==> config.mk <==
export PLATFORM = sky130hd
export DESIGN_NAME = vic_ctrl
export DESIGN_NICKNAME = d
export VERILOG_FILES = /design/src/vic_pkg.sv /design/src/vic_prio_enc.sv /design/src/vic_ctrl.sv
export SDC_FILE = /design/constraint.sdc
export NUM_CORES = 1
export LEC_CHECK = 0
export BUFFER_PORTS_ARGS = -buffer_cell sky130_fd_sc_hd__buf_2
export CAP_MARGIN = 20
export CORE_UTILIZATION = 35
export CTS_BUF_LIST = sky130_fd_sc_hd__clkbuf_16
export CTS_CLUSTER_SIZE = 40
export DETAILED_ROUTE_END_ITERATION = 8
export GPL_TIMING_DRIVEN = 1
export SYNTH_ARGS = -nofsm -noshare
export SYNTH_HDL_FRONTEND = slang
export SYNTH_SLANG_ARGS = --single-unit
==> constraint.sdc <==
create_clock -name core_clk_i -period 3.1 [get_ports core_clk_i]
set_input_delay 0.155 -clock core_clk_i [delete_from_list [all_inputs] [get_ports core_clk_i]]
set_output_delay 0.155 -clock core_clk_i [all_outputs]
set_load 0.01 [all_outputs]
==> src/vic_pkg.sv <==
/*
 * Package of the vectored interrupt controller: data-memory addresses,
 * field positions, reset values and vectors of the two control registers.
 * Assumes an 8-bit data memory bus and a 14-bit vector address.
 */
package vic_pkg;

    // -------------------------------------------------------------------
    // Register addresses and widths
    // -------------------------------------------------------------------
    localparam int unsigned ADDR_W        = 8;
    localparam int unsigned DATA_W        = 8;
    localparam int unsigned VEC_W         = 14;
    localparam int unsigned NUM_SRC       = 5;
    localparam logic [7:0]  CTRL_LOW_ADDR  = 8'h0B;
    localparam logic [7:0]  CTRL_HIGH_ADDR = 8'h1E;

    // -------------------------------------------------------------------
    // Low control register fields
    // -------------------------------------------------------------------
    localparam int unsigned LOW_GIE_BIT   = 0;
    localparam int unsigned LOW_EXT_EN    = 1;
    localparam int unsigned LOW_T0_EN     = 2;
    localparam int unsigned LOW_EXT_FLAG  = 4;
    localparam int unsigned LOW_T0_FLAG   = 5;

    // -------------------------------------------------------------------
    // High control register fields
    // -------------------------------------------------------------------
    localparam int unsigned HIGH_T2_EN    = 0;
    localparam int unsigned HIGH_T3_EN    = 1;
    localparam int unsigned HIGH_PWM_EN   = 2;
    localparam int unsigned HIGH_T2_FLAG  = 4;
    localparam int unsigned HIGH_T3_FLAG  = 5;
    localparam int unsigned HIGH_PWM_FLAG = 6;

    // -------------------------------------------------------------------
    // Reset values (all interrupts disabled)
    // -------------------------------------------------------------------
    localparam logic [4:0]  ENABLE_RESET  = 5'h00;
    localparam logic [4:0]  FLAG_RESET    = 5'h00;
    localparam logic        GIE_RESET     = 1'b0;

    // -------------------------------------------------------------------
    // Source indices in priority order and their vectors
    // -------------------------------------------------------------------
    localparam int unsigned SRC_EXT = 0;
    localparam int unsigned SRC_T0  = 1;
    localparam int unsigned SRC_T2  = 2;
    localparam int unsigned SRC_T3  = 3;
    localparam int unsigned SRC_PWM = 4;
    localparam logic [13:0] VEC_EXT = 14'h0004;
    localparam logic [13:0] VEC_T0  = 14'h0008;
    localparam logic [13:0] VEC_T2  = 14'h0010;
    localparam logic [13:0] VEC_T3  = 14'h0014;
    localparam logic [13:0] VEC_PWM = 14'h0018;

endpackage

==> src/vic_prio_enc.sv <==
/*
 * Fixed-priority picker: chooses the lowest-indexed active request and
 * returns its one-hot grant and program vector. Purely combinational.
 * Assumes source 0 has the highest priority.
 */
`timescale 1ns/1ps

module vic_prio_enc (
    input  wire logic [4:0]  req_i,
    output logic      [4:0]  grant_o,
    output logic      [13:0] vector_o,
    output logic             any_o
);

    // -------------------------------------------------------------------
    // Priority chain, highest first
    // -------------------------------------------------------------------
    always_comb begin
        grant_o  = 5'h00;
        vector_o = 14'h0000;
        if (req_i[vic_pkg::SRC_EXT]) begin
            grant_o[vic_pkg::SRC_EXT] = 1'b1;
            vector_o = vic_pkg::VEC_EXT;
        end else if (req_i[vic_pkg::SRC_T0]) begin
            grant_o[vic_pkg::SRC_T0] = 1'b1;
            vector_o = vic_pkg::VEC_T0;
        end else if (req_i[vic_pkg::SRC_T2]) begin
            grant_o[vic_pkg::SRC_T2] = 1'b1;
            vector_o = vic_pkg::VEC_T2;
        end else if (req_i[vic_pkg::SRC_T3]) begin
            grant_o[vic_pkg::SRC_T3] = 1'b1;
            vector_o = vic_pkg::VEC_T3;
        end else if (req_i[vic_pkg::SRC_PWM]) begin
            grant_o[vic_pkg::SRC_PWM] = 1'b1;
            vector_o = vic_pkg::VEC_PWM;
        end
    end

    assign any_o = |req_i;

endmodule

==> src/vic_ctrl.sv <==
/*
 * Vectored interrupt controller: two data-memory control registers,
 * request flags, enables, fixed priority and the call request to the core.
 * Assumes the core performs the push and branch when call is pulsed,
 * reports stack-full, and pulses a return strobe on return-from-interrupt only.
 */
//
// Summary of operation
// - Servicing pushes PC plus extra address bit, then branches; nothing else saved.
// - Falling edge on external pin sets external flag, low register bit 4.
// - External pending, enabled, stack not full: call 04H, clear flag and global.
// - Timer 0 overflow sets timer 0 flag, low register bit 5.
// - Timer 0 pending and enabled, stack not full: call 08H, clear flag and global.
// - Timers 2 and 3 like timer 0; enables high bits 0/1, flags 4/5.
// - No further acknowledge until return-from-interrupt or software re-enables.
// - Return-from-interrupt sets global enable; plain return leaves it alone.
// - Requests are serviced at the next second clock phase pulse.
// - Fixed priority external, timer 0, 2, 3, PWM; global clear masks all.
// - Low register bit 0 is global enable, 1 enables.
// - Low bit 1 enables external, bit 2 timer 0; bits 3, 6, 7 unused.
// - High bit 2 enables PWM, bit 6 its flag; bits 3, 7 zero.
// - Control registers sit at data addresses 0BH and 1EH.
// - Flags stay until serviced or cleared by software; enable gates service.
// - Every source can wake the device from halt.
// - No acknowledge while the stack is full.
`timescale 1ns/1ps

module vic_ctrl (
    input  wire logic        core_clk_i,
    input  wire logic        reset_i,
    input  wire logic        clk_en_i,
    input  wire logic        ext_irq_n_i,
    input  wire logic        timer0_ovf_i,
    input  wire logic        timer2_ovf_i,
    input  wire logic        timer3_ovf_i,
    input  wire logic        pwm_dac_evt_i,
    input  wire logic        second_clock_phase_i,
    input  wire logic        stack_full_i,
    input  wire logic        return_from_interrupt_i,
    input  wire logic        mem_wr_i,
    input  wire logic [7:0]  mem_addr_i,
    input  wire logic [7:0]  mem_wdata_i,
    output logic      [7:0]  mem_rdata_o,
    output logic             irq_call_o,
    output logic      [13:0] irq_vector_o,
    output logic             wake_o
);

    // -------------------------------------------------------------------
    // State and internal signals
    // -------------------------------------------------------------------
    typedef enum logic [1:0] {
        VIC_IDLE = 2'b01,
        VIC_CALL = 2'b10
    } vic_state_t;

    vic_state_t  state_reg;
    logic [4:0]  enable_reg;
    logic [4:0]  flag_reg;
    logic [4:0]  flag_next;
    logic        global_irq_enable_reg;
    logic        ext_sync1_reg;
    logic        ext_sync2_reg;
    logic        ext_prev_reg;
    logic        phase_prev_reg;
    logic [4:0]  set_evt;
    logic [4:0]  pending;
    logic [4:0]  grant;
    logic [13:0] vector;
    logic        any_req;
    logic        phase_rise;
    logic        take;
    logic        wr_low;
    logic        wr_high;
    logic [7:0]  rdata_next;

    // Address decode of the two control registers
    assign wr_low  = mem_wr_i && (mem_addr_i == vic_pkg::CTRL_LOW_ADDR);
    assign wr_high = mem_wr_i && (mem_addr_i == vic_pkg::CTRL_HIGH_ADDR);

    // -------------------------------------------------------------------
    // External pin synchroniser and falling-edge detect
    // -------------------------------------------------------------------
    always_ff @(posedge core_clk_i or posedge reset_i) begin
        if (reset_i) begin
            ext_sync1_reg <= 1'b1;
            ext_sync2_reg <= 1'b1;
            ext_prev_reg  <= 1'b1;
        end else if (clk_en_i) begin
            ext_sync1_reg <= ext_irq_n_i;
            ext_sync2_reg <= ext_sync1_reg;
            ext_prev_reg  <= ext_sync2_reg;
        end
    end

    // Source events gathered in priority order
    assign set_evt[vic_pkg::SRC_EXT] = ext_prev_reg && !ext_sync2_reg;
    assign set_evt[vic_pkg::SRC_T0]  = timer0_ovf_i;
    assign set_evt[vic_pkg::SRC_T2]  = timer2_ovf_i;
    assign set_evt[vic_pkg::SRC_T3]  = timer3_ovf_i;
    assign set_evt[vic_pkg::SRC_PWM] = pwm_dac_evt_i;

    // -------------------------------------------------------------------
    // Sample point: rising edge of the second clock phase
    // -------------------------------------------------------------------
    always_ff @(posedge core_clk_i or posedge reset_i) begin
        if (reset_i) begin
            phase_prev_reg <= 1'b0;
        end else if (clk_en_i) begin
            phase_prev_reg <= second_clock_phase_i;
        end
    end

    assign phase_rise = second_clock_phase_i && !phase_prev_reg;

    // Enabled and pending sources, masked by global enable
    assign pending = flag_reg & enable_reg
                   & {5{global_irq_enable_reg}};

    vic_prio_enc u_prio (
        .req_i    (pending),
        .grant_o  (grant),
        .vector_o (vector),
        .any_o    (any_req)
    );

    // Acknowledge only on phase edge, with room on the stack
    assign take = (state_reg == VIC_IDLE) && phase_rise && any_req
                && !stack_full_i;

    // -------------------------------------------------------------------
    // Request flags: hardware set wins over clear
    // -------------------------------------------------------------------
    always_comb begin
        flag_next = flag_reg;
        if (wr_low) begin
            flag_next[vic_pkg::SRC_EXT] = mem_wdata_i[vic_pkg::LOW_EXT_FLAG];
            flag_next[vic_pkg::SRC_T0]  = mem_wdata_i[vic_pkg::LOW_T0_FLAG];
        end
        if (wr_high) begin
            flag_next[vic_pkg::SRC_T2]  = mem_wdata_i[vic_pkg::HIGH_T2_FLAG];
            flag_next[vic_pkg::SRC_T3]  = mem_wdata_i[vic_pkg::HIGH_T3_FLAG];
            flag_next[vic_pkg::SRC_PWM] =
                mem_wdata_i[vic_pkg::HIGH_PWM_FLAG];
        end
        if (take) begin
            flag_next = flag_next & ~grant;
        end
        flag_next = flag_next | set_evt;
    end

    always_ff @(posedge core_clk_i or posedge reset_i) begin
        if (reset_i) begin
            flag_reg <= vic_pkg::FLAG_RESET;
        end else if (clk_en_i) begin
            flag_reg <= flag_next;
        end
    end

    // -------------------------------------------------------------------
    // Individual enables
    // -------------------------------------------------------------------
    always_ff @(posedge core_clk_i or posedge reset_i) begin
        if (reset_i) begin
            enable_reg <= vic_pkg::ENABLE_RESET;
        end else if (clk_en_i) begin
            if (wr_low) begin
                enable_reg[vic_pkg::SRC_EXT] <=
                    mem_wdata_i[vic_pkg::LOW_EXT_EN];
                enable_reg[vic_pkg::SRC_T0] <=
                    mem_wdata_i[vic_pkg::LOW_T0_EN];
            end
            if (wr_high) begin
                enable_reg[vic_pkg::SRC_T2] <=
                    mem_wdata_i[vic_pkg::HIGH_T2_EN];
                enable_reg[vic_pkg::SRC_T3] <=
                    mem_wdata_i[vic_pkg::HIGH_T3_EN];
                enable_reg[vic_pkg::SRC_PWM] <=
                    mem_wdata_i[vic_pkg::HIGH_PWM_EN];
            end
        end
    end

    // -------------------------------------------------------------------
    // Global enable: cleared on acknowledge, set by return or software
    // -------------------------------------------------------------------
    always_ff @(posedge core_clk_i or posedge reset_i) begin
        if (reset_i) begin
            global_irq_enable_reg <= vic_pkg::GIE_RESET;
        end else if (clk_en_i) begin
            if (take) begin
                global_irq_enable_reg <= 1'b0;
            end else if (return_from_interrupt_i) begin
                global_irq_enable_reg <= 1'b1;
            end else if (wr_low) begin
                global_irq_enable_reg <=
                    mem_wdata_i[vic_pkg::LOW_GIE_BIT];
            end
        end
    end

    // -------------------------------------------------------------------
    // Call handshake: one-cycle call pulse with vector
    // -------------------------------------------------------------------
    always_ff @(posedge core_clk_i or posedge reset_i) begin
        if (reset_i) begin
            state_reg    <= VIC_IDLE;
            irq_call_o   <= 1'b0;
            irq_vector_o <= 14'h0000;
        end else if (clk_en_i) begin
            case (state_reg)
                VIC_IDLE: begin
                    irq_call_o <= take;
                    if (take) begin
                        irq_vector_o <= vector;
                        state_reg    <= VIC_CALL;
                    end
                end
                VIC_CALL: begin
                    irq_call_o <= 1'b0;
                    state_reg  <= VIC_IDLE;
                end
                default: begin
                    irq_call_o <= 1'b0;
                    state_reg  <= VIC_IDLE;
                end
            endcase
        end
    end

    // -------------------------------------------------------------------
    // Wake request: any source event in the cycle, regardless of enables
    // -------------------------------------------------------------------
    always_ff @(posedge core_clk_i or posedge reset_i) begin
        if (reset_i) begin
            wake_o <= 1'b0;
        end else if (clk_en_i) begin
            wake_o <= |set_evt;
        end
    end

    // -------------------------------------------------------------------
    // Register read-back, unused bits zero
    // -------------------------------------------------------------------
    always_comb begin
        rdata_next = 8'h00;
        if (mem_addr_i == vic_pkg::CTRL_LOW_ADDR) begin
            rdata_next[vic_pkg::LOW_GIE_BIT]  = global_irq_enable_reg;
            rdata_next[vic_pkg::LOW_EXT_EN]   = enable_reg[vic_pkg::SRC_EXT];
            rdata_next[vic_pkg::LOW_T0_EN]    = enable_reg[vic_pkg::SRC_T0];
            rdata_next[vic_pkg::LOW_EXT_FLAG] = flag_reg[vic_pkg::SRC_EXT];
            rdata_next[vic_pkg::LOW_T0_FLAG]  = flag_reg[vic_pkg::SRC_T0];
        end else if (mem_addr_i == vic_pkg::CTRL_HIGH_ADDR) begin
            rdata_next[vic_pkg::HIGH_T2_EN]    = enable_reg[vic_pkg::SRC_T2];
            rdata_next[vic_pkg::HIGH_T3_EN]    = enable_reg[vic_pkg::SRC_T3];
            rdata_next[vic_pkg::HIGH_PWM_EN]   = enable_reg[vic_pkg::SRC_PWM];
            rdata_next[vic_pkg::HIGH_T2_FLAG]  = flag_reg[vic_pkg::SRC_T2];
            rdata_next[vic_pkg::HIGH_T3_FLAG]  = flag_reg[vic_pkg::SRC_T3];
            rdata_next[vic_pkg::HIGH_PWM_FLAG] = flag_reg[vic_pkg::SRC_PWM];
        end
    end

    always_ff @(posedge core_clk_i or posedge reset_i) begin
        if (reset_i) begin
            mem_rdata_o <= 8'h00;
        end else if (clk_en_i) begin
            mem_rdata_o <= rdata_next;
        end
    end

endmodule

Word level (Yosys, flattened, before mapping)
Index checks and enable logic that the tools add are counted.
{"block": "totals", "out_inout_bits": 24, "ff_bits": 39, "in_bits": 28}
{"block": "classes", "n_bitwise": 5, "n_reduce_logical": 18, "muxes": 28, "n_eq_ne": 4}
{"operator": "two-way mux 14 bit", "count": 4}
{"operator": "bitwise AND 5 bit", "count": 3}
{"operator": "two-way mux 3 bit", "count": 5}
{"operator": "two-way mux 1 bit", "count": 11}
{"operator": "two-way mux 2 bit", "count": 5}
{"operator": "two-way mux 5 bit", "count": 2}
{"operator": "OR reduction 5 bit", "count": 2}
{"operator": "== test 8 x 4 -> 1 bit (second input constant)", "count": 1}
{"operator": "== test 8 x 5 -> 1 bit (second input constant)", "count": 1}
{"operator": "AND reduction 2 bit", "count": 4}
{"operator": "logical AND 1 bit", "count": 7}
{"operator": "inverter 5 bit", "count": 1}
{"operator": "bitwise OR 5 bit", "count": 1}
{"operator": "two-way mux 4 bit", "count": 1}
{"operator": "zero test 1 bit", "count": 3}
{"operator": "AND reduction 3 bit", "count": 1}
{"operator": "nonzero test 3 bit", "count": 1}
{"operator": "== test 2 x 1 -> 1 bit (second input constant)", "count": 1}
{"operator": "inequality test 2 bit (second input constant)", "count": 1}

Logic depth before layout (Yosys ltp)
Gate-level depths: netlist of run 1.
{"block": "depth", "word_depth": 11, "ltp_mapped": 5}

By module
A second synthesis of run 1 with hierarchy kept.
{"block": "unflattened", "cells_unflattened": 199, "area_unflattened_um2": 1964.4}
{"module": "vic_ctrl", "seq_area_each_um2": 980.9, "cells_each": 173, "instances": 1, "area_each_um2": 1785.5}
{"module": "vic_prio_enc", "seq_area_each_um2": 0.0, "cells_each": 26, "instances": 1, "area_each_um2": 178.9}

Worst setup path after synthesis of run 1
Ideal clock, no wire load.
{"block": "synth_timing", "kind": "reg2reg", "startpoint": "register state_reg[0]", "endpoint": "register irq_vector_o[2]", "required_ns": 2.972, "setup_slack_ns": 1.561, "period_less_slack_ns": 1.539, "path_buffers": 0, "t_arrival_ns": 1.411, "path_stages_with_launch": 5, "path_cell_list": "dfstp_2 > and4bb_1 > and2b_1 > nand4_2 > mux2_1"}
{"block": "synth_between", "elab_chain_cells": 5}
{"item": "start: declaration", "line_no": "vic_ctrl.sv:57", "rtl": "vic_state_t state_reg;"}
{"item": "start signal: assignment", "line_no": "vic_ctrl.sv:207", "rtl": "state_reg <= VIC_IDLE;"}
{"item": "start signal: assignment", "line_no": "vic_ctrl.sv:216", "rtl": "state_reg <= VIC_CALL;"}
{"item": "start signal: assignment", "line_no": "vic_ctrl.sv:221", "rtl": "state_reg <= VIC_IDLE;"}
{"item": "== test 2 x 1 -> 1 bit *", "line_no": "vic_ctrl.sv:128, vic_ctrl.sv:211"}
{"item": "logical AND 1 bit (2 in a row)", "line_no": "vic_ctrl.sv:128", "rtl": "assign take = (state_reg == VIC_IDLE) && phase_rise && any_req"}
{"item": "logical AND 1 bit", "line_no": "vic_ctrl.sv:129", "rtl": "&& !stack_full_i;"}
{"item": "AND reduction 3 bit (no source line) *"}
{"item": "end signal: assignment", "line_no": "vic_ctrl.sv:215", "rtl": "irq_vector_o <= vector;"}
{"item": "end: declaration", "line_no": "vic_ctrl.sv:45", "rtl": "output logic [13:0] irq_vector_o,"}
Every way passes the cells marked *; elsewhere a longest branch is shown, timed or not.
A chain may end at the register's enable or synchronous reset.

Worst setup path in the final report of run 1
{"block": "layout_timing", "startpoint": "register enable_reg[3]", "endpoint": "register irq_vector_o[3]"}
{"block": "layout_between", "elab_chain_cells": 6, "word_cells_on_any_way": 10}
{"item": "start: declaration", "line_no": "vic_ctrl.sv:58", "rtl": "logic [4:0] enable_reg;"}
{"item": "start signal: assignment", "line_no": "vic_ctrl.sv:165", "rtl": "enable_reg <= vic_pkg::ENABLE_RESET;"}
{"item": "start signal: indexed assignment", "line_no": "vic_ctrl.sv:168", "rtl": "enable_reg[vic_pkg::SRC_EXT] <="}
{"item": "start signal: indexed assignment", "line_no": "vic_ctrl.sv:170", "rtl": "enable_reg[vic_pkg::SRC_T0] <="}
{"item": "bitwise AND 5 bit *", "line_no": "vic_ctrl.sv:117", "rtl": "assign pending = flag_reg & enable_reg"}
{"item": "bitwise AND 5 bit *", "line_no": "vic_ctrl.sv:118", "rtl": "& {5{global_irq_enable_reg}};"}
{"item": "two-way mux 14 bit or OR reduction 5 bit (tied branches)", "line_no": "vic_prio_enc.sv:30, vic_prio_enc.sv:39"}
{"item": "two-way mux 14 bit or logical AND 1 bit (tied branches)", "line_no": "vic_prio_enc.sv:27, vic_ctrl.sv:128"}
{"item": "two-way mux 14 bit or logical AND 1 bit (tied branches)", "line_no": "vic_prio_enc.sv:24, vic_ctrl.sv:129"}
{"item": "two-way mux 14 bit or AND reduction 3 bit (tied branches)"}
Marked as above.

==> impl_metrics.py, run 1 <==
metrics = {
    "worst_hold_path": {
        "hold_path_depth": 2,
        "min_from": "mem_wdata_i[1]",
        "hold_class": "in2reg",
    },
    "yosys": {
        "synth_edf_count": 0,
        "synthCells": 149,
        "async_reset_ff_frac": 1.000,
        "ys_warn_count": 0,
        "yosys-top-cells-area": "dfrtp_1 39%, buf_4 6.9%, dfstp_2 6.9%",
        "synth_seq_area_share": 0.4627,
        "synthFlopType": "dfrtp_1",
        "yosysTopAreaCell": "dfrtp_1",
        "synth-seq-cells": 28,
        "synth_top_area_share": 0.3938,
        "synth_cell_type_count": 43,
        "avgSynthCellArea_um2": 10.24,
        "synth_area_um2": 1525,
    },
    "route": {
        "initialDrtViolationCount": 58,
        "ant_nets": 0,
        "wirelength_um": 3606,
        "drc_errors": 0,
        "viasPerCell": 5.292,
        "post_drt_wl_per_cell_um": 15.28,
        "num_vias": 1249,
        "dr.pass1.iters": 4,
    },
    "sta": {
        "slew_headroom": 0.6600,
        "clock.fmax_ghz": 0.5819,
        "hold_violations": 0,
        "worst_slew_pin_slew_ns": 0.5095,
        "post-route-min-period_ns": 1.719,
        "setup_viol": 0,
        "period_share": 0.5544,
        "hold_slack_ns": 0.1213,
        "tns_ns": 0,
        "clock_skew_ns": 0.003177,
        "grt_setup_unrepaired": "false",
        "slew_viol_final": 0,
    },
    "critical_path": {
        "worstPathArrival_ns": 1.86,
        "worstSetupEndpoint": "irq_vector_o[3]",
        "worstPathMaxFanout": 7,
        "reg2reg_slack_ns": 1.38,
        "critPathKind": "reg2reg",
        "r2r-end": "irq_vector_o[3]",
        "reg2reg_depth": 4,
        "r2r_start": "enable_reg[3]",
        "cp-start-kind": "flop",
        "critPathRequiredTime_ns": 3.24,
        "crit_start": "enable_reg[3]",
        "end_kind": "flop",
    },
    "run_status": {
        "status": "complete, no violations",
    },
    "layout": {
        "utilization": 0.4437,
        "fillers": 415,
        "largest_reg_flops": 6,
        "ff_latch_area_um2": 705.7,
        "drive_above_1_share": 0.2957,
        "insertedDiodeCount": 0,
        "final_area_um2": 1813,
        "nNetsFinal": 215,
        "multi_input_area_um2": 721.9,
        "syn2layout_area_growth_pct": 18.87,
    },
    "clock_tree": {
        "cts_hold_buffers": 0,
        "cts_buffers": 3,
        "cts_tree": "built",
        "clkTransAtPathRegs_ns": 0.06,
        "cts_root_buf": "clkbuf_16",
        "cts_num_sinks": 28,
        "cts_buffer_depth": 2,
        "worstSkewPairLatency_ns": 0.26,
        "htree_levels": 1,
        "cts-resized-gates": 0,
        "postCtsSetupBuffers": 0,
    },
    "global_route": {
        "grt-ovfl-total": 0,
        "use_met1": 0.2021,
        "grt_pass1_vias": 1224,
        "grt_antenna_before_repair": 0,
        "use_met3": 0.03500,
        "grt.met2_usage": 0.2941,
        "grt_pass1_wl_um": 5623,
        "grt_max_degree": 29,
        "grt.busiest_layer": "met2",
        "track_usage": 0.1684,
    },
    "power_and_ir_drop": {
        "combPwrFrac": 0.141,
        "peakVddDrop_mv": 0.2535,
        "p_int_mw": 0.6173,
        "leakagePower_nw": 0.8759,
        "power.switching_mw": 0.2032,
        "pwr-share-clk": 0.355,
        "p_sw_frac": 0.2477,
        "p_per_area_nw_per_um2": 452.6,
        "p_seq_frac": 0.504,
    },
    "place": {
        "io_buffer_count": 36,
        "detailed_place_hpwl_um": 2779,
        "gp_congestion": 0.8458,
        "postPlaceCellArea_um2": 1697,
    },
    "die": {
        "die_w_um": 68.02,
        "core_area_um2": 4086,
        "dieArea_um2": 4626,
        "io_pins": 52,
        "initial_core_util": 0.3732,
        "placementRows": 23,
        "die_y_um": 68.02,
    },
    "job": {
        "cap_violations": 0,
    },
}
## layout by cell type (no fill, tap or decap), types with 3 or more instances in the layout
cell type / count
a21oi_1: 7
a22oi_1: 5
buf_2: 36
clkbuf_16: 3
conb_1: 13
dfrtp_1: 24
dfstp_2: 4
inv_1: 5
mux2_1: 5
mux2_2: 7
nand2_1: 9
nand3_1: 4
nand4_1: 6
nor2_1: 12
nor3_1: 4
o21ai_0: 3
## Yosys cell counts (all sizes together), types with 2 or more instances
| library cell | instances |
|---|---|
| a211oi | 2 |
| a21boi | 2 |
| a21oi | 7 |
| a22oi | 5 |
| and3 | 2 |
| buf | 17 |
| dfrtp | 24 |
| dfstp | 4 |
| inv | 5 |
| mux2 | 12 |
| nand2 | 9 |
| nand2b | 2 |
| nand3 | 4 |
| nand4 | 8 |
| nor2 | 12 |
| nor2b | 2 |
| nor3 | 4 |
| nor4b | 2 |
| o21a | 2 |
| o21ai | 5 |
| o22a | 2 |
## kinds of logic (layout without fill, tap and decap cells)
group / Yosys count / in the layout / synth area share
AND/OR/NAND/NOR: 52 / 52 / 0.2026
AO/OA/AOI/OAI: 33 / 33 / 0.1501
flip-flops: 28 / 28 / 0.4627
buffers and inverters: 23 / 48 / 0.09351
multiplexers: 12 / 12 / 0.08860
other: 1 / 13 / 0.002459
## metal layers
layer / wire (µm) / share of wire / vias up
li1: - / - / 597
met1: 1509 / 0.42 / 606
met2: 1912 / 0.53 / 40
met3: 129 / 0.036 / 6
met4: 54 / 0.015 / 0
met5: 0 / 0 / -
## area by class of cell
type | count | share of cell area
Timing Repair Buffer | 39 | 0.1242
Clock inverter | 1 | 0.002070
Inverter | 5 | 0.01035
Multi-Input combinational cell | 110 | 0.3982
Clock buffer | 3 | 0.04141
Tap cell | 50 | 0.03451
Sequential cell | 28 | 0.3892
## power groups by stage
stage / combinational (mW) / clock [mW] / sequential, mW
2_1_floorplan: 0.0794 / 0 / 0.417
3_3_place_gp: 0.108 / 0 / 0.419
3_5_place_dp: 0.112 / 0 / 0.420
4_1_cts: 0.112 / 0.303 / 0.413
5_1_grt: 0.130 / 0.315 / 0.417
6_report: 0.116 / 0.291 / 0.413
## worst min path at each step
stage,to,slack (ns)
floorplan,enable_reg[0],0.22
global placement,enable_reg[0],0.38
detailed placement,enable_reg[0],0.39
CTS,enable_reg[0],0.12
global route,enable_reg[0],0.13
finish,enable_reg[0],0.12
## metrics by stage
step / worst slack [ns] / power, mW / cells
CTS: 1.377 / 0.8281 / 234
global route: 1.268 / 0.8616 / 236
global placement: 1.424 / 0.5265 / 230
finish: 1.381 / 0.8206 / 236
detailed placement: 1.392 / 0.5322 / 230
floorplan: 1.561 / 0.4965 / 161
## critical path: stages, from the launching register on
cell and delay [ns]:
dfrtp_1 0.45, a222oi_1 0.44, nand3_1 0.15, nand4_2 0.22, mux2_1 0.34
No activity file was read; power rests on OpenSTA's default activity.
==> run 2: changes to the inputs <==
==> constraint.sdc (replaced) <==
create_clock -name core_clk_i -period 1.5 [get_ports core_clk_i]
set_input_delay 0.075 -clock core_clk_i [delete_from_list [all_inputs] [get_ports core_clk_i]]
set_output_delay 0.075 -clock core_clk_i [all_outputs]
set_load 0.01 [all_outputs]
==> run 2 against run 1 <==
The flow now finishes with violations (negative setup slack). Global-route usage is 1.3 points higher. Utilization grew 4.0 points. Clock power increased to 2.7 times the previous value. Via count increased by 3.1%. Die area unchanged. Cell area grew 9.1%.
==> impl_metrics.py, run 2 (synthesis gave the netlist of run 1 again) <==
metrics = {
    "power_and_ir_drop": {
        "power.switching_mw": 0.4468,
        "p_int_mw": 1.484,
        "p_sw_frac": 0.2314,
        "peakVddDrop_mv": 0.7560,
        "p_seq_frac": 0.436,
        "leakagePower_nw": 0.9521,
        "p_per_area_nw_per_um2": 976.1,
        "combPwrFrac": 0.157,
        "finalPower_mw": 1.931,
        "pwr-share-clk": 0.406,
    },
    "route": {
        "wl_met3_um": 206,
        "dr.pass1.iters": 4,
        "wl_met2_um": 1900,
        "wirelength_um": 3792,
        "routedLengthMet1_um": 1634,
        "drc_errors": 0,
        "highest_layer": "met4",
        "initialDrtViolationCount": 46,
        "viasPerCell": 5.111,
        "ant_nets": 0,
        "post_drt_wl_per_cell_um": 15.05,
        "num_vias": 1288,
    },
    "global_route": {
        "grt_antenna_before_repair": 0,
        "grt-ovfl-total": 0,
        "grt_pass1_wl_um": 6058,
        "track_usage": 0.1813,
        "grt_max_degree": 29,
        "grt_pass1_vias": 1254,
    },
    "job": {
        "cap_violations": 0,
    },
    "sta": {
        "setup_viol": 4,
        "tns_ns": -0.3088,
        "post-route-min-period_ns": 1.600,
        "clock.fmax_ghz": 0.6249,
        "slew_viol_final": 0,
        "layout_setup_ws_ns": -0.1001,
        "period_share": 1.067,
        "hold_violations": 0,
        "grt_setup_unrepaired": "true",
        "clock_skew_ns": 0.001458,
        "hold_slack_ns": 0.04952,
    },
    "clock_tree": {
        "worstSkewPairLatency_ns": 0.26,
        "cts_buffers": 3,
        "cts_root_buf": "clkbuf_16",
        "cts_num_sinks": 28,
        "cts_tree": "built",
        "cts_buffer_depth": 2,
        "clkTransAtPathRegs_ns": 0.07,
        "htree_levels": 1,
    },
    "critical_path": {
        "cp-start-kind": "flop",
        "critPathRequiredTime_ns": 1.65,
        "worstPathMaxFanout": 5,
        "critPathKind": "reg2reg",
        "worstPathArrival_ns": 1.75,
        "end_kind": "flop",
    },
    "worst_hold_path": {
        "hold_class": "in2reg",
    },
    "layout": {
        "final_cell_mix": "36 x buf_2, 24 x dfrtp_1, 17 x buf_4",
        "syn2layout_area_growth_pct": 29.70,
        "utilization": 0.4841,
        "nNetsFinal": 231,
        "drive_above_1_share": 0.3861,
        "final_cells": 252,
        "final_area_um2": 1978,
        "insertedDiodeCount": 0,
        "final_common_cell": "buf_2",
        "largest_reg_flops": 6,
    },
    "die": {
        "placementRows": 23,
        "die_w_um": 68.02,
        "io_pins": 52,
        "initial_core_util": 0.3732,
        "dieArea_um2": 4626,
        "core_area_um2": 4086,
        "die_y_um": 68.02,
    },
    "place": {
        "io_buffer_count": 36,
        "detailed_place_hpwl_um": 2916,
        "dp.cells": 247,
        "pre_cts_ws_ns": -0.1364,
        "postPlaceCellArea_um2": 1833,
        "gp_congestion": 0.8122,
    },
    "run_status": {
        "status": "finished, violations left",
        "failed_checks": "negative setup slack",
    },
}
run 2: power by group through the flow:
stage | sequential (mW) | combinational, mW | clock [mW]
2_1_floorplan | 0.862 | 0.166 | 0
3_3_place_gp | 0.852 | 0.291 | 0
3_5_place_dp | 0.856 | 0.295 | 0
4_1_cts | 0.841 | 0.303 | 0.805
5_1_grt | 0.848 | 0.336 | 0.831
6_report | 0.843 | 0.303 | 0.785
run 2: path summary, 6_finish.rpt:
| kind | start | endpoint | slack [ns] | cells past startpoint |
|---|---|---|---|---|
| max | enable_reg[4] | irq_vector_o[3] | -0.10 | 4 |
| max in group asynchronous | reset_i | state_reg[0] | 0.79 | 4 |
| max reg2reg | enable_reg[4] | irq_vector_o[3] | -0.10 | 4 |
| min reg2reg | mem_rdata_o[6] | mem_rdata_o[6] | 0.51 | 2 |
| min | mem_wdata_i[1] | enable_reg[0] | 0.05 | 2 |
| min in group asynchronous | reset_i | mem_rdata_o[0] | 0.41 | 4 |
run 2: final cells by class:
type | instances | area [µm²]
clock buffer | 3 | 75.07
clock inverter | 1 | 30.03
fill | 393 | 2108
inverter | 5 | 18.77
multi-input combinational | 110 | 757.0
sequential | 28 | 705.7
tap | 50 | 62.56
timing repair buffer | 55 | 329.1
run 2: what timing repair did:
action | 4_1_cts | 5_1_grt
buffers inserted | 1 | 0
hold buffers | 1 | 0
cloned | 0 | 0
setup endpoints to repair | 7 | 10
pin swaps | 5 | 4
resized for setup | 4 | 5
endpoints found under the hold margin | 24 | 0
run 2: critical path, stage by stage, from the launching register on:
cell and delay (ns):
dfrtp_1 0.39, a222oi_1 0.44, nand3_1 0.19, nand4_4 0.15, mux2_4 0.32
run 2: metal layers:
layer,vias up,GRT usage
li1,627,-
met1,609,0.2271
met2,45,0.3051
met3,7,0.04167
met4,0,0.05990
met5,-,0
==> run 3: changes to the inputs <==
--- a/config.mk
+++ b/config.mk
@@ -12,6 +12,7 @@
 export CTS_CLUSTER_SIZE = 40
 export DETAILED_ROUTE_END_ITERATION = 8
 export GPL_TIMING_DRIVEN = 1
+export RECOVER_POWER = 25
 export SYNTH_ARGS = -nofsm -noshare
 export SYNTH_HDL_FRONTEND = slang
 export SYNTH_SLANG_ARGS = --single-unit
==> run 3 against run 2 <==
The flow still finishes with violations (negative setup slack). Sequential power is essentially flat. Total power about the same. Clock power about the same. Flip-flop and latch count did not move. Routed wire length is essentially flat. Global-route usage unchanged.
==> impl_metrics.py, run 3 (synthesis gave the netlist of run 1 again) <==
metrics = {
    "run_status": {
        "status": "finished, violations left",
        "failed_checks": "negative setup slack",
    },
    "sta": {
        "layout_setup_ws_ns": -0.1001,
        "clock_skew_ns": 0.001458,
        "slew_viol_final": 0,
        "hold_violations": 0,
        "slew_headroom": 0.5443,
        "post-route-min-period_ns": 1.600,
        "period_share": 1.067,
        "clock.fmax_ghz": 0.6249,
        "tns_ns": -0.3089,
        "setup_viol": 4,
        "grt_setup_unrepaired": "true",
        "worst_slew_pin_slew_ns": 0.6836,
    },
    "critical_path": {
        "crit_start": "enable_reg[4]",
        "critPathRequiredTime_ns": 1.65,
        "r2r_start": "enable_reg[4]",
        "critPathKind": "reg2reg",
        "reg2reg_slack_ns": -0.10,
        "cp-start-kind": "flop",
        "reg2reg_depth": 4,
        "worstPathMaxFanout": 5,
        "end_kind": "flop",
        "r2r-end": "irq_vector_o[3]",
        "worstSetupEndpoint": "irq_vector_o[3]",
        "worstPathArrival_ns": 1.75,
    },
    "power_and_ir_drop": {
        "p_seq_frac": 0.437,
        "p_sw_frac": 0.2315,
        "peakVddDrop_mv": 0.7560,
        "leakagePower_nw": 0.9514,
        "p_per_area_nw_per_um2": 976.9,
        "combPwrFrac": 0.157,
        "power.switching_mw": 0.4468,
        "finalPower_mw": 1.930,
        "p_int_mw": 1.483,
        "pwr-share-clk": 0.407,
    },
    "die": {
        "io_pins": 52,
        "dieArea_um2": 4626,
        "die_w_um": 68.02,
        "die_y_um": 68.02,
        "initial_core_util": 0.3732,
        "core_area_um2": 4086,
        "placementRows": 23,
    },
    "layout": {
        "final_cells": 252,
        "insertedDiodeCount": 0,
        "drive_above_1_share": 0.3861,
        "nNetsFinal": 231,
        "syn2layout_area_growth_pct": 29.53,
        "final_cell_mix": "36 x buf_2, 24 x dfrtp_1, 16 x buf_4",
        "final_common_cell": "buf_2",
        "largest_reg_flops": 6,
    },
    "clock_tree": {
        "cts_tree": "built",
        "cts_buffers": 3,
        "cts_num_sinks": 28,
        "clkTransAtPathRegs_ns": 0.07,
        "htree_levels": 1,
        "cts_buffer_depth": 2,
        "worstSkewPairLatency_ns": 0.26,
        "cts_root_buf": "clkbuf_16",
    },
    "global_route": {
        "grt_pass1_wl_um": 6058,
        "grt-ovfl-total": 0,
        "grt_pass1_vias": 1254,
        "grt_antenna_before_repair": 0,
        "track_usage": 0.1813,
        "grt_max_degree": 29,
    },
    "worst_hold_path": {
        "hold_class": "in2reg",
    },
    "place": {
        "detailed_place_hpwl_um": 2916,
        "gp_congestion": 0.8122,
        "io_buffer_count": 36,
        "dp.cells": 247,
    },
    "job": {
        "cap_violations": 0,
    },
    "route": {
        "post_drt_wl_per_cell_um": 15.05,
        "viasPerCell": 5.111,
        "drc_errors": 0,
        "initialDrtViolationCount": 46,
        "dr.pass1.iters": 4,
        "num_vias": 1288,
        "ant_nets": 0,
        "wirelength_um": 3793,
    },
}
## run 3: power by group through the flow
stage / logic [mW] / clock network [mW] / registers, mW
global placement: 0.291 / 0 / 0.852
detailed placement: 0.295 / 0 / 0.856
global route: 0.335 / 0.831 / 0.848
finish: 0.303 / 0.785 / 0.843
CTS: 0.303 / 0.805 / 0.841
floorplan: 0.166 / 0 / 0.862
## run 3: how the worst min path moves through the flow
stage                   startpoint             end  slack (ns)  cells past startpoint
global route        mem_wdata_i[1]   enable_reg[0]        0.05                      2
finish              mem_wdata_i[1]   enable_reg[0]        0.05                      2
CTS                 mem_wdata_i[1]   enable_reg[0]        0.04                      2
floorplan                  reset_i   enable_reg[0]        0.14                      1
detailed placement         reset_i  mem_rdata_o[2]        0.16                      3
global placement           reset_i  mem_rdata_o[2]        0.15                      3
## run 3: layer usage
metal / wire (µm) / share of wire / up-vias / global-route usage
met2: 1900 / 0.50 / 45 / 0.3051
li1: - / - / 627 / -
met1: 1635 / 0.43 / 609 / 0.2271
met3: 206 / 0.054 / 7 / 0.04167
met4: 51 / 0.013 / 0 / 0.05990
met5: 0 / 0 / - / 0
## run 3: what timing repair did
item	4_1_cts	5_1_grt
endpoints found under the hold margin	24	0
hold buffers	1	0
endpoints found under the setup margin	7	10
pin swaps	5	4
gates resized for setup	4	5
buffers inserted	1	0
## run 3: metrics by stage
stage | hold WS [ns] | util | instance area (µm²) | setup WS [ns]
after floorplan | 0.1374 | - | 1579 | -0.01081
after global placement | 0.1470 | 0.4486 | 1833 | -0.05355
after detailed placement | 0.1605 | 0.4486 | 1833 | -0.1364
after CTS | 0.04425 | 0.4829 | 1973 | -0.1393
after global routing | 0.05139 | 0.4835 | 1976 | -0.2127
final | 0.04953 | 0.4835 | 1976 | -0.1001
## run 3: layout make-up
| class | instances | area [µm²] |
|---|---|---|
| well taps | 50 | 62.56 |
| fillers | 393 | 2111 |
| repair buffers | 55 | 326.6 |
| clock buffers | 3 | 75.07 |
| inverters | 5 | 18.77 |
| clock inverters | 1 | 30.03 |
| multi-input cells | 110 | 757.0 |
| flip-flops and latches | 28 | 705.7 |
## run 3: worst max-delay path, cell delays in order (launching register included)
cell      delay, ns
dfrtp_1        0.39
a222oi_1       0.44
nand3_1        0.19
nand4_4        0.15
mux2_4         0.32
